## config.mk

```make
export PLATFORM = sky130hd
export DESIGN_NAME = pmd_regs
export DESIGN_NICKNAME = d
export VERILOG_FILES = /design/src/rtl/pmd_pkg.sv /design/src/rtl/pmd_regs.sv
export SDC_FILE = /design/constraint.sdc
export NUM_CORES = 1
export LEC_CHECK = 0
export ABC_AREA = 1
export BUFFER_PORTS_ARGS = -buffer_cell sky130_fd_sc_hd__buf_2
export CORE_ASPECT_RATIO = 0.6
export CORE_MARGIN = 2
export CORE_UTILIZATION = 53
export CTS_CLUSTER_DIAMETER = 150
export DETAILED_ROUTE_END_ITERATION = 10
export GPL_ROUTABILITY_DRIVEN = 0
export PLACE_DENSITY_LB_ADDON = 0.25
export SYNTH_ARGS = -nofsm -noshare
export SYNTH_HDL_FRONTEND = slang
export SYNTH_SLANG_ARGS = --single-unit
```

## constraint.sdc

```tcl
create_clock -name clk_i -period 1.6 [get_ports clk_i]
set_clock_uncertainty 0.1 [all_clocks]
set_input_delay 0.24 -clock clk_i [delete_from_list [all_inputs] [get_ports clk_i]]
set_output_delay 0.24 -clock clk_i [all_outputs]
set_load 0.1 [all_outputs]
```

## src/rtl/pmd_pkg.sv

```systemverilog
// Purpose: Constants for the second transceiver's management register slice
// Assumes: 16-bit management registers, 8-bit switch port registers
// Notes: Offsets are management register numbers and switch register numbers
package pmd_pkg;
  // Management addressing
  localparam logic [4:0] PMD_XCVR_RSVD = 5'h01;
  localparam logic [4:0] PMD_XCVR_OWN = 5'h02;
  localparam logic [4:0] PMD_REG_ADV = 5'h04;
  localparam logic [4:0] PMD_REG_PARTNER = 5'h05;
  localparam logic [4:0] PMD_REG_DIAG = 5'h1d;
  localparam logic [4:0] PMD_REG_SPECIAL = 5'h1f;
  // Switch port registers of the second port
  localparam logic [7:0] PMD_SW_CTRL_DIAG = 8'h2a;
  localparam logic [7:0] PMD_SW_DIST_LOW = 8'h2b;
  localparam logic [7:0] PMD_SW_CTRL_ADV = 8'h2c;
  localparam logic [7:0] PMD_SW_STAT_PARTNER = 8'h2e;
  localparam logic [7:0] PMD_SW_STAT_WIRE = 8'h2f;
  // Field positions in the management registers
  localparam int PMD_ADV_LO = 5;
  localparam int PMD_PAUSE_BIT = 10;
  localparam int PMD_ADV_RSVD_BIT = 9;
  localparam int PMD_DIAG_START_BIT = 15;
  localparam int PMD_DIAG_RES_LO = 13;
  localparam int PMD_DIAG_SHORT_BIT = 12;
  localparam int PMD_POL_BIT = 5;
  localparam int PMD_XOVER_BIT = 4;
  localparam int PMD_FORCE_BIT = 3;
  localparam int PMD_PWR_BIT = 2;
  localparam int PMD_LOOP_BIT = 1;
  // Field positions in the switch registers
  localparam int PMD_SW_START_BIT = 4;
  localparam int PMD_SW_RES_LO = 5;
  localparam int PMD_SW_SHORT_BIT = 7;
  localparam int PMD_SW_XOVER_BIT = 7;
  localparam int PMD_SW_POL_BIT = 5;
  // Reset and fixed values
  localparam logic [4:0] PMD_ADV_RST = 5'h1f;
  localparam logic [4:0] PMD_SELECTOR = 5'h01;
  localparam logic PMD_PWR_DIS_RST = 1'b1;
  localparam logic [1:0] PMD_RES_NORMAL = 2'h0;
  localparam logic [8:0] PMD_DIST_RST = 9'h000;
endpackage : pmd_pkg

```

## src/rtl/pmd_regs.sv

```systemverilog
// Purpose: Advertisement, partner ability, cable diagnostic and special control registers
// Assumes: One management request per cycle, inputs synchronous to clk_i
// Notes: Aliased fields share storage with the switch port registers
//
// Contract
// - First transceiver address is reserved, reads zero
// - Pause advertise bit 10, RW, reset 1
// - Bits 8-5 advertise abilities, RW, reset 1
// - Partner pause bit 10 read-only, mirrors status
// - Partner bits 8-5 read-only mirror status
// - Writing start launches diagnostic, self-clears on completion
// - Outcome field bits 14-13, reset normal
// - Bit 12 flags short under ten meters
// - Nine-bit fault distance from two switch registers
// - Polarity bit 5 and crossover bit 4
// - Bit 2 inverted power saving, reset 1
// - Bit 1 remote loopback at own transceiver
`timescale 1ns/1ps
`default_nettype none
module pmd_regs
  import pmd_pkg::*;
(
  input wire logic clk_i, // Core clock, 50 MHz
  input wire logic reset_n_i, // Asynchronous reset, active low
  input wire logic mgmt_req_i, // Management access request
  input wire logic mgmt_we_i, // 1 write, 0 read
  input wire logic [4:0] transceiver_select_i, // Transceiver address
  input wire logic [4:0] transceiver_reg_select_i, // Register address
  input wire logic [15:0] mgmt_wdata_i, // Write data
  output logic [15:0] mgmt_rdata_o, // Read data
  output logic mgmt_ack_o, // Access done pulse
  input wire logic sw_req_i, // Switch register access request
  input wire logic sw_we_i, // 1 write, 0 read
  input wire logic [7:0] sw_addr_i, // Switch register number
  input wire logic [7:0] sw_wdata_i, // Switch write data
  output logic [7:0] sw_rdata_o, // Switch read data
  input wire logic [4:0] partner_ability_i, // Partner pause, 100F, 100H, 10F, 10H
  input wire logic polarity_rev_i, // Receive polarity reversed
  input wire logic crossover_state_i, // 1 crossover, 0 straight
  input wire logic diag_done_i, // Diagnostic finished pulse
  input wire logic [1:0] diag_result_i, // Outcome at completion
  input wire logic near_short_flag_i, // Short under ten meters
  input wire logic [8:0] diag_distance_i, // Fault distance count
  output logic [4:0] adv_ability_o, // Pause, 100F, 100H, 10F, 10H advertised
  output logic diag_start_o, // Diagnostic running request
  output logic force_link_o, // Force link pass
  output logic pwr_save_dis_o, // 1 disables power saving
  output logic remote_loop_o // Remote loopback at own transceiver
);
  import pmd_pkg::*;

  function automatic logic mgmt_hit(input logic [4:0] reg_sel);
    mgmt_hit = mgmt_req_i && transceiver_select_i == PMD_XCVR_OWN && transceiver_reg_select_i == reg_sel;
  endfunction : mgmt_hit

  function automatic logic sw_hit(input logic [7:0] addr);
    sw_hit = sw_req_i && sw_addr_i == addr;
  endfunction : sw_hit

  logic adv_rsvd_q;
  logic spec_rsvd_q;
  logic [1:0] diag_result_q;
  logic diag_short_q;
  logic [8:0] diag_dist_q;
  logic mgmt_wr_adv;
  logic mgmt_wr_diag;
  logic mgmt_wr_spec;
  logic sw_wr_adv;
  logic sw_wr_diag;
  logic start_set;
  logic [15:0] rd_d;
  logic [7:0] sw_rd_d;

  assign mgmt_wr_adv = mgmt_we_i && mgmt_hit(PMD_REG_ADV);
  assign mgmt_wr_diag = mgmt_we_i && mgmt_hit(PMD_REG_DIAG);
  assign mgmt_wr_spec = mgmt_we_i && mgmt_hit(PMD_REG_SPECIAL);
  assign sw_wr_adv = sw_we_i && sw_hit(PMD_SW_CTRL_ADV);
  assign sw_wr_diag = sw_we_i && sw_hit(PMD_SW_CTRL_DIAG);
  assign start_set = (mgmt_wr_diag && mgmt_wdata_i[PMD_DIAG_START_BIT]) ||
                     (sw_wr_diag && sw_wdata_i[PMD_SW_START_BIT]);

  ////////////////////////////////////////////////////////////////////////////////
  // Advertisement storage, shared with switch register 44
  always_ff @(posedge clk_i or negedge reset_n_i) begin
    if (!reset_n_i) begin
      adv_ability_o <= PMD_ADV_RST;
      adv_rsvd_q <= 1'b0;
    end else if (mgmt_wr_adv) begin
      adv_ability_o <= {mgmt_wdata_i[PMD_PAUSE_BIT], mgmt_wdata_i[PMD_ADV_LO +: 4]};
      adv_rsvd_q <= mgmt_wdata_i[PMD_ADV_RSVD_BIT];
    end else if (sw_wr_adv) begin
      adv_ability_o <= sw_wdata_i[4:0];
    end
  end

  ////////////////////////////////////////////////////////////////////////////////
  // Special control storage, shared with switch register 42
  always_ff @(posedge clk_i or negedge reset_n_i) begin
    if (!reset_n_i) begin
      force_link_o <= 1'b0;
      pwr_save_dis_o <= PMD_PWR_DIS_RST;
      remote_loop_o <= 1'b0;
      spec_rsvd_q <= 1'b0;
    end else if (mgmt_wr_spec) begin
      force_link_o <= mgmt_wdata_i[PMD_FORCE_BIT];
      pwr_save_dis_o <= mgmt_wdata_i[PMD_PWR_BIT];
      remote_loop_o <= mgmt_wdata_i[PMD_LOOP_BIT];
      spec_rsvd_q <= mgmt_wdata_i[0];
    end else if (sw_wr_diag) begin
      force_link_o <= sw_wdata_i[PMD_FORCE_BIT];
      pwr_save_dis_o <= sw_wdata_i[PMD_PWR_BIT];
      remote_loop_o <= sw_wdata_i[PMD_LOOP_BIT];
    end
  end

  ////////////////////////////////////////////////////////////////////////////////
  // Cable diagnostic start and captured results
  always_ff @(posedge clk_i or negedge reset_n_i) begin
    if (!reset_n_i) begin
      diag_start_o <= 1'b0;
    end else if (start_set) begin
      diag_start_o <= 1'b1;
    end else if (diag_done_i) begin
      diag_start_o <= 1'b0;
    end
  end

  always_ff @(posedge clk_i or negedge reset_n_i) begin
    if (!reset_n_i) begin
      diag_result_q <= PMD_RES_NORMAL;
      diag_short_q <= 1'b0;
      diag_dist_q <= PMD_DIST_RST;
    end else if (diag_done_i) begin
      diag_result_q <= diag_result_i;
      diag_short_q <= near_short_flag_i;
      diag_dist_q <= diag_distance_i;
    end
  end

  ////////////////////////////////////////////////////////////////////////////////
  // Management read path
  always_comb begin
    rd_d = 16'h0000;
    if (mgmt_hit(PMD_REG_ADV)) begin
      rd_d[PMD_PAUSE_BIT] = adv_ability_o[4];
      rd_d[PMD_ADV_RSVD_BIT] = adv_rsvd_q;
      rd_d[PMD_ADV_LO +: 4] = adv_ability_o[3:0];
      rd_d[4:0] = PMD_SELECTOR;
    end else if (mgmt_hit(PMD_REG_PARTNER)) begin
      rd_d[PMD_PAUSE_BIT] = partner_ability_i[4];
      rd_d[PMD_ADV_LO +: 4] = partner_ability_i[3:0];
    end else if (mgmt_hit(PMD_REG_DIAG)) begin
      rd_d[PMD_DIAG_START_BIT] = diag_start_o;
      rd_d[PMD_DIAG_RES_LO +: 2] = diag_result_q;
      rd_d[PMD_DIAG_SHORT_BIT] = diag_short_q;
      rd_d[8:0] = diag_dist_q;
    end else if (mgmt_hit(PMD_REG_SPECIAL)) begin
      rd_d[PMD_POL_BIT] = polarity_rev_i;
      rd_d[PMD_XOVER_BIT] = crossover_state_i;
      rd_d[PMD_FORCE_BIT] = force_link_o;
      rd_d[PMD_PWR_BIT] = pwr_save_dis_o;
      rd_d[PMD_LOOP_BIT] = remote_loop_o;
      rd_d[0] = spec_rsvd_q;
    end
  end

  always_ff @(posedge clk_i or negedge reset_n_i) begin
    if (!reset_n_i) begin
      mgmt_rdata_o <= 16'h0000;
      mgmt_ack_o <= 1'b0;
    end else begin
      mgmt_ack_o <= mgmt_req_i;
      if (mgmt_req_i && !mgmt_we_i) begin
        mgmt_rdata_o <= rd_d;
      end
    end
  end

  ////////////////////////////////////////////////////////////////////////////////
  // Switch register read path
  always_comb begin
    sw_rd_d = 8'h00;
    if (sw_hit(PMD_SW_CTRL_DIAG)) begin
      sw_rd_d = {diag_short_q, diag_result_q, diag_start_o, force_link_o, pwr_save_dis_o,
                 remote_loop_o, diag_dist_q[8]};
    end else if (sw_hit(PMD_SW_DIST_LOW)) begin
      sw_rd_d = diag_dist_q[7:0];
    end else if (sw_hit(PMD_SW_CTRL_ADV)) begin
      sw_rd_d[4:0] = adv_ability_o;
    end else if (sw_hit(PMD_SW_STAT_PARTNER)) begin
      sw_rd_d[4:0] = partner_ability_i;
      sw_rd_d[PMD_SW_XOVER_BIT] = crossover_state_i;
    end else if (sw_hit(PMD_SW_STAT_WIRE)) begin
      sw_rd_d[PMD_SW_POL_BIT] = polarity_rev_i;
    end
  end

  always_ff @(posedge clk_i or negedge reset_n_i) begin
    if (!reset_n_i) begin
      sw_rdata_o <= 8'h00;
    end else if (sw_req_i && !sw_we_i) begin
      sw_rdata_o <= sw_rd_d;
    end
  end
endmodule : pmd_regs
`default_nettype wire

```

==> flow_summary.toml, run 1 <==
[global_routing]
grt_pass1_wl_um = 12200
busiest_layer = "met2"
met3_usage_pct = 5.12
track_usage_pct = 29.1
gr-total-overflow = 0
grt_start_max_net_pins = 21
grt_pass1_vias = 2548
use_met2_pct = 45.2
use_met1_pct = 42.7
antenna_found_initial = 0

[cells_and_area]
syn_to_final_growth_pct = 29.6
diodes = 0
nets = 521
register_area_sq_um = 1180
fillCellCount = 402
drive_above_1_share_pct = 32.2
multiInputGateArea_sq_um = 1220
final_cells = 517

[drt]
vias = 2816
finalWirelength_um = 7660
antenna_left = 0
drt_iter0_drc = 282
dr.pass1.iters = 5
drcViolationCount = 0
vias_per_cell = 5.45
wl_per_cell_um = 14.8

[clock_tree]
cts_setup_buffers = 0
cts_made_buffers = 5
worstSkewPairLatency_ns = 0.30
clock_path_buffers = 2
htreeDepth = 2
cts-root-buf = "clkbuf_8"
cts_num_sinks = 47
clk_pin_slew_worst_paths_ns = 0.09
cts_tree = "built"

[critical_path]
crit_path_end_kind = "primary output"
cp_slowest_cell = "buf_2"
path_depth = 1
required_ns = 1.26
critPathKind = "register to primary output"
crit_chain = "buf_2"
start_kind = "register"
cp.arrival_ns = 1.21
crit_path_max_incr_delay_ns = 0.46
cp_num_buf_inv = 1
reg2reg_depth = 4
crit_family = "buffers and inverters"
path_max_fanout = 4

[timing]
finalSetupViolations = 0
fin_crit_sh_pct = 97.1
fmax_mhz = 644
min_period_ns = 1.55
tns_ns = 0
layout_setup_ws_ns = 0.0462
hold_viol_final = 0
maxSlewViolCount = 0
rsz0062_at_grt = "no"

[synthesis]
synth-seq-cells = 47
synthDistinctLibCells = 30
ys_warn_count = 0
synthCells = 347
yosysTopAreaCell = "dfrtp_1"
synth_top_area_share_pct = 38.8
seq_area_frac_synth_pct = 44.7
syn-cell-area_sq_um = 2650
syn_avg_cell_area_sq_um = 7.62
syn_nets = 415
synthTopCellsByArea = "dfrtp_1, nand2_1, nand3_1"

[place]
hpwlAfterDp_um = 5960
pre_cts_ws_ns = 0.0388
port-buffer-count = 92
dpl.cell_count = 507

[run]
maxCapViolCount = 0

[floorplanning]
core_sq_um = 4680
dieWidth_um = 95.2
rows = 19
fp.dieH_um = 58.7
ioPinCount = 102
start_util_pct = 56.5
dieArea_sq_um = 5590

[power_and_ir_drop]
power.density_nw_per_um2 = 729
peakVddDrop_uv = 445
power.internal_mw = 1.70
power_frac_comb_pct = 19.9
leakage_nw = 1.93
switching_share_pct = 31.9
power_frac_clock_pct = 28.8
switching_power_mw = 0.797
share_seq_of_total_power_pct = 51.3

[hold_path]
whs_path_depth = 3
hp-class = "input pin to register"

[outcome]
status = "finished, final reports clean"
[sequential cells by signal (all words and copies together) (netlist names), 2 cells and up]
register / flops
diag_result_q: 2
adv_ability_o: 5
sw_rdata_o: 8
diag_dist_q: 9
mgmt_rdata_o: 15
[worst reg2reg max path, stage by stage, from the launching register on]
cell       delay [ns]
dfrtp_1          0.40
o2111ai_1        0.24
nand3_1          0.11
nand2_1          0.09
nand2_1          0.06
[path summary, 6_finish.rpt]
path	startpoint	endpoint	slack [ns]
min in group asynchronous	reset_n_i	adv_rsvd_q	0.31
max	remote_loop_o	remote_loop_o	0.05
min reg2reg	sw_rdata_o[3]	sw_rdata_o[3]	0.38
min	diag_distance_i[4]	diag_dist_q[4]	0.04
max in group asynchronous	reset_n_i	sw_rdata_o[3]	0.48
max reg2reg	diag_dist_q[1]	sw_rdata_o[1]	0.49
[synthesized netlist by cell type (all sizes together)]
master,number
nand2,108
inv,48
nand3,47
dfrtp,41
nor2,33
o21ai,24
nand4,10
buf,7
dfstp,6
o2111ai,6
mux2,5
nor3,3
a31oi,2
clkbuf,2
clkinv,1
conb,1
o221ai,1
o31ai,1
or2,1
[through the flow]
| step | util (%) | instance area (sq um) | hold slack (ns) | power [mW] |
|---|---|---|---|---|
| global route | 73.2 | 3430 | 0.0426 | 2.59 |
| floorplan | - | 2650 | -0.156 | 1.58 |
| CTS | 73.2 | 3430 | 0.0363 | 2.50 |
| finish | 73.2 | 3430 | 0.0398 | 2.50 |
| detailed placement | 70.9 | 3320 | 0.113 | 1.79 |
| global placement | 70.9 | 3320 | 0.102 | 1.78 |
[cells in the final DEF (no fill, tap or decap)]
cell / synthesis / routed
nand2_1: 104 / 104
clkbuf_8: 0 / 5
o221ai_1: 1 / 1
conb_1: 1 / 1
clkinvlp_4: 0 / 1
inv_1: 45 / 45
nand3_2: 1 / 1
nand3_4: 1 / 1
buf_2: 4 / 86
nand2_2: 4 / 4
nor2_2: 4 / 4
nand4_1: 10 / 10
o21ai_0: 17 / 17
nor2_1: 25 / 25
dfrtp_1: 41 / 41
o2111ai_1: 6 / 6
dlygate4sd3_1: 0 / 2
o31ai_1: 1 / 1
dfstp_2: 6 / 6
a31oi_1: 2 / 2
or2_4: 1 / 1
buf_4: 1 / 14
nor2_4: 2 / 2
nor3_4: 1 / 1
nand3_1: 45 / 45
mux2_2: 5 / 5
o21ai_1: 7 / 7
nor2_8: 2 / 2
clkinv_2: 1 / 2
nor3_2: 2 / 2
inv_2: 3 / 3
buf_12: 0 / 6
clkbuf_1: 2 / 1
[power groups by stage]
stage                     combinational [mW]  clock [mW]  sequential (mW)
after floorplan                        0.149           0             1.43
after global placement                 0.480           0             1.30
after detailed placement               0.489           0             1.30
after CTS                              0.496       0.723             1.28
after global routing                   0.535       0.772             1.29
final                                  0.497       0.719             1.28
[repair_timing]
| action | in CTS | in global routing |
|---|---|---|
| hold buffers | 2 | 0 |
| hold endpoints to repair | 13 | 0 |
| gates resized for setup | 0 | 0 |
[kinds of logic (layout without fill, tap and decap cells)]
| family | count (synthesis) | after routing | synth area share (%) |
|---|---|---|---|
| simple gates | 202 | 202 | 36.2 |
| mux | 5 | 5 | 2.13 |
| buf+inv | 58 | 165 | 9.18 |
| flops | 47 | 47 | 44.7 |
| compound gates | 34 | 34 | 7.62 |
| other cells | 1 | 1 | 0.142 |
[cell type report]
type | instances | area share (%)
Sequential cell | 47 | 34.5
Inverter | 49 | 5.40
Clock inverter | 2 | 0.365
Clock buffer | 6 | 2.12
Multi-Input combinational cell | 242 | 35.6
Tap cell | 63 | 2.30
Timing Repair Buffer | 108 | 19.7
[metal layers]
metal	share of wire (%)	vias up
met5	0	-
met4	1.1	0
met3	10	11
met2	44	163
met1	45	1312
li1	-	1330
Note: power is estimated with default switching activity, not from simulation.
==> inputs of run 2 (changes only) <==
- CELL_PAD_IN_SITES_DETAIL_PLACEMENT: not set -> 0
- CELL_PAD_IN_SITES_GLOBAL_PLACEMENT: not set -> 1
- CORE_UTILIZATION: 53 -> 37
==> run 2 against run 1 <==
- global-route usage decreased by 8.0 points
- hold slack improved by 0.014 ns
- core utilization decreased by 21 points
- final cell count increased by 6.0%
- die area increased by 41%
- largest cell class unchanged
- the run now ends with DRC left
- highest routed layer unchanged
- combinational power increased by 2%
- critical endpoint is now force_link_o
- largest power group unchanged
==> flow_summary.toml, run 2 (synthesis results as in run 1) <==
[cells_and_area]
drive_above_1_share_pct = 33.0
register_area_sq_um = 1180
fin_area_sq_um = 3570
multiInputGateArea_sq_um = 1220
largest-register = "mgmt_rdata_o"
largest_reg_flops = 15
nets = 528
diodes = 0
syn_to_final_growth_pct = 35.1
largest_registers = "mgmt_rdata_o: 15 flops, diag_dist_q: 9 flops, sw_rdata_o: 8 flops"
layout_common_cells = "nand2_1, buf_2, inv_1, nand3_1, dfrtp_1"
layout_commonest_cell = "nand2_1"
fillCellCount = 650
final_cells = 548

[clock_tree]
clock_path_buffers = 2
cts_num_sinks = 47
htreeDepth = 2
clk_pin_slew_worst_paths_ns = 0.06
cts_tree = "built"
cts_made_buffers = 5
cts-root-buf = "clkbuf_16"
ctsResizeCount = 0
worstSkewPairLatency_ns = 0.29

[drt]
vias = 2678
wl_per_cell_um = 14.9
antenna_left = 0
dr.pass1.iters = 8
drt_iter0_drc = 234
drcViolationCount = 7
vias_per_cell = 4.89
finalWirelength_um = 8160

[global_routing]
gr-total-overflow = 0
grt_pass1_vias = 2440
grt_pass1_wl_um = 12700
track_usage_pct = 21.1
grt_start_max_net_pins = 48
antenna_found_initial = 0

[critical_path]
reg2reg_depth = 4
crit_path_max_incr_delay_ns = 0.47
crit_family = "buffers and inverters"
rr_startpoint = "diag_dist_q[0]"
crit_path_end_kind = "primary output"
path_max_fanout = 4
cp_num_buf_inv = 1
cp.arrival_ns = 1.19
critPathKind = "register to primary output"
timing.rr.end = "sw_rdata_o[0]"
start_kind = "register"
cp_slowest_cell = "buf_2"
reg2reg_slack_ns = 0.48
crit_chain = "buf_2"
required_ns = 1.26

[place]
port-buffer-count = 92
pre_cts_ws_ns = 0.0445
dpl.cell_count = 538
hpwlAfterDp_um = 6450
dpl_cell_area_sq_um = 3420

[run]
maxCapViolCount = 0

[timing]
rsz0062_at_grt = "no"
finalSetupViolations = 0
maxSlewViolCount = 0
fmax_mhz = 652
fin_crit_sh_pct = 95.9
timing_worst_slew_pin_value_ns = 0.594
slew-limit-headroom_pct = 60.4
min_period_ns = 1.53
tns_ns = 0
layout_setup_ws_ns = 0.0662
hold_viol_final = 0

[hold_path]
whs_path_depth = 3
hp-class = "input pin to register"
hold_start = "mgmt_wdata_i[0]"
hold_end = "spec_rsvd_q"

[power_and_ir_drop]
power_frac_comb_pct = 18.0
power.density_nw_per_um2 = 786
power_mw = 2.81
power_frac_clock_pct = 36.3
switching_power_mw = 0.828
share_seq_of_total_power_pct = 45.7
peakVddDrop_uv = 376
leakage_nw = 2.00
power.internal_mw = 1.98
switching_share_pct = 29.5

[floorplanning]
rows = 23
dieArea_sq_um = 7860
dieWidth_um = 113
ioPinCount = 102
core_sq_um = 6790
fp.dieH_um = 69.5
start_util_pct = 38.9

[outcome]
status = "finished, violations left"
violations = "DRC"
[run 2: cell count changes in the layout (fill, tap and decap cells not counted)]
cell	before	now
clkbuf_8	5	0
clkbuf_1	1	2
clkinvlp_4	1	0
buf_4	14	20
buf_12	6	7
clkbuf_16	0	5
[run 2: layout make-up]
class,instances,area share (%)
repair buffers,115,20.7
inverters,49,5.18
clock inverters,1,0.140
clock buffers,7,3.71
multi-input cells,242,34.1
flip-flops and latches,47,33.1
well taps,87,3.05
[run 2: through the flow]
stage,hold WS [ns],util (%)
after global routing,0.0552,52.6
after CTS,0.0512,52.6
after detailed placement,0.144,50.3
after floorplan,-0.156,-
final,0.0538,52.6
after global placement,0.141,50.3
[run 2: what timing repair did]
action	in CTS	in global routing
hold endpoints to repair	42	0
hold buffers	2	0
setup buffers	0	0
[run 2: worst max path at each step]
stage / startpoint / to / slack, ns / cells past startpoint
after floorplan: remote_loop_o / sw_rdata_o[1] / 0.15 / 4
after global placement: sw_addr_i[4] / sw_rdata_o[3] / 0.08 / 9
after detailed placement: sw_addr_i[4] / sw_rdata_o[3] / 0.04 / 9
after CTS: force_link_o / force_link_o / 0.07 / 1
after global routing: force_link_o / force_link_o / 0.05 / 1
final: force_link_o / force_link_o / 0.07 / 1
[run 2: per-layer routing]
metal	share of wire, %	GRT usage, %	vias to the layer above
li1	-	-	1343
met2	39	29.3	109
met3	6.5	3.76	11
met1	53	33.7	1215
met5	0	0	-
met4	1.1	4.61	0
[run 2: power by group through the flow]
stage | clock network, mW | registers [mW] | logic (mW)
6_report | 1.02 | 1.28 | 0.505
5_1_grt | 1.08 | 1.29 | 0.543
4_1_cts | 1.03 | 1.29 | 0.506
3_5_place_dp | 0 | 1.31 | 0.500
3_3_place_gp | 0 | 1.31 | 0.495
2_1_floorplan | 0 | 1.43 | 0.149
==> inputs of run 3 (changes only) <==
- HOLD_SLACK_MARGIN: not set -> 0.15
==> run 3 against run 2 <==
- the flow still finishes with violations (DRC)
- combinational power is 9.1% higher
- design area is 6.7% higher
- non-clock buffer count is 24 higher
- critical path depth stayed put
- flip-flop and latch count stayed put
- routed wire length is 2.9% higher
- final cell count is 4.4% higher
- sequential power hardly changed
- die area stayed put
- hold slack better by 0.11 ns
- global-route usage is 0.61 points higher
- critical path type unchanged
- largest cell class unchanged
==> flow_summary.toml, run 3 (synthesis results as in run 1) <==
[outcome]
status = "finished, violations left"
violations = "DRC"

[timing]
tns_ns = 0
timing_worst_slew_pin_value_ns = 0.605
finalSetupViolations = 0
fin_crit_sh_pct = 94.9
slew-limit-headroom_pct = 59.6
rsz0062_at_grt = "no"
hold_viol_final = 0
min_period_ns = 1.52
maxSlewViolCount = 0
fmax_mhz = 658

[clock_tree]
htreeDepth = 2
cts-root-buf = "clkbuf_16"
cts_tree = "built"
cts_num_sinks = 47
worstSkewPairLatency_ns = 0.29
clk_pin_slew_worst_paths_ns = 0.06
clock_path_buffers = 2
cts_made_buffers = 5

[critical_path]
path_max_fanout = 4
critPathKind = "register to primary output"
crit_chain = "buf_2"
crit_path_max_incr_delay_ns = 0.46
crit_path_end_kind = "primary output"
start_kind = "register"
crit_family = "buffers and inverters"
required_ns = 1.26
cp_num_buf_inv = 1
cp_slowest_cell = "buf_2"
cp.arrival_ns = 1.18

[place]
port-buffer-count = 92
dpl_cell_area_sq_um = 3420
hpwlAfterDp_um = 6450

[cells_and_area]
largest_registers = "mgmt_rdata_o: 15 flops, diag_dist_q: 9 flops, sw_rdata_o: 8 flops"
drive_above_1_share_pct = 31.3
largest_reg_flops = 15
finish.utilization_pct = 56.2
layout_common_cells = "nand2_1, buf_2, inv_1, nand3_1, dfrtp_1"
fin_area_sq_um = 3810
syn_to_final_growth_pct = 44.2
largest-register = "mgmt_rdata_o"
fillCellCount = 639
diodes = 0
nets = 552
layout_commonest_cell = "nand2_1"

[floorplanning]
dieWidth_um = 113
core_sq_um = 6790
dieArea_sq_um = 7860
rows = 23
start_util_pct = 38.9
ioPinCount = 102
fp.dieH_um = 69.5

[drt]
drt_iter0_drc = 228
vias_per_cell = 4.83
vias = 2764
finalWirelength_um = 8400
dr.pass1.iters = 7
wl_per_cell_um = 14.7
antenna_left = 0
drcViolationCount = 7

[global_routing]
use_met1_pct = 34.5
grt_pass1_wl_um = 13200
antenna_found_initial = 0
track_usage_pct = 21.7
grt_start_max_net_pins = 48
gr-total-overflow = 0
met3_usage_pct = 3.58
use_met2_pct = 30.6
grt_pass1_vias = 2539
busiest_layer = "met1"

[power_and_ir_drop]
power_mw = 2.85
peakVddDrop_uv = 377
power.density_nw_per_um2 = 747
leakage_nw = 2.10

[run]
maxCapViolCount = 0

[hold_path]
hp-class = "input pin to register"
==> run 3: layout make-up <==
cell class | instances | area, sq um | area share (%)
Tap cell | 87 | 109 | 2.85
Inverter | 49 | 185 | 4.85
Sequential cell | 47 | 1180 | 31.0
Multi-Input combinational cell | 242 | 1220 | 31.9
Clock inverter | 1 | 5.00 | 0.131
Timing Repair Buffer | 139 | 981 | 25.7
Clock buffer | 7 | 133 | 3.48
==> run 3: final timing paths <==
check	end	depth (start not counted)	slack, ns	start
worst max-delay path	force_link_o	1	0.08	force_link_o
worst min register to register	mgmt_rdata_o[1]	2	0.38	mgmt_rdata_o[1]
worst max register to register	sw_rdata_o[0]	4	0.47	diag_dist_q[0]
worst min-delay path	mgmt_rdata_o[10]	3	0.16	partner_ability_i[4]
min in group asynchronous	mgmt_ack_o	3	0.36	reset_n_i
max in group asynchronous	pwr_save_dis_o	3	0.73	reset_n_i
==> run 3: layer usage <==
| layer | up-vias | share of wire (%) |
|---|---|---|
| met2 | 111 | 40 |
| met1 | 1253 | 53 |
| li1 | 1393 | - |
| met5 | - | 0 |
| met4 | 0 | 0.83 |
| met3 | 7 | 6.3 |
==> run 3: repair_timing <==
action | CTS | global route
hold buffers | 26 | 0
buffers inserted | 0 | 0
hold endpoints to repair | 69 | 0
resized for setup | 0 | 0
==> run 3: where the power goes <==
group | switching, mW | total, mW | internal, mW
Combinational | 0.352 | 0.551 | 0.200
Clock | 0.437 | 1.02 | 0.578
Sequential | 0.0425 | 1.28 | 1.24
Total | 0.831 | 2.85 | 2.02
==> run 3: stage by stage <==
step / hold slack [ns] / setup slack (ns) / cells
after floorplan: -0.156 / 0.149 / 347
after global placement: 0.141 / 0.0759 / 538
after detailed placement: 0.144 / 0.0445 / 538
after CTS: 0.157 / 0.0727 / 572
after global routing: 0.171 / 0.0468 / 572
final: 0.160 / 0.0812 / 572
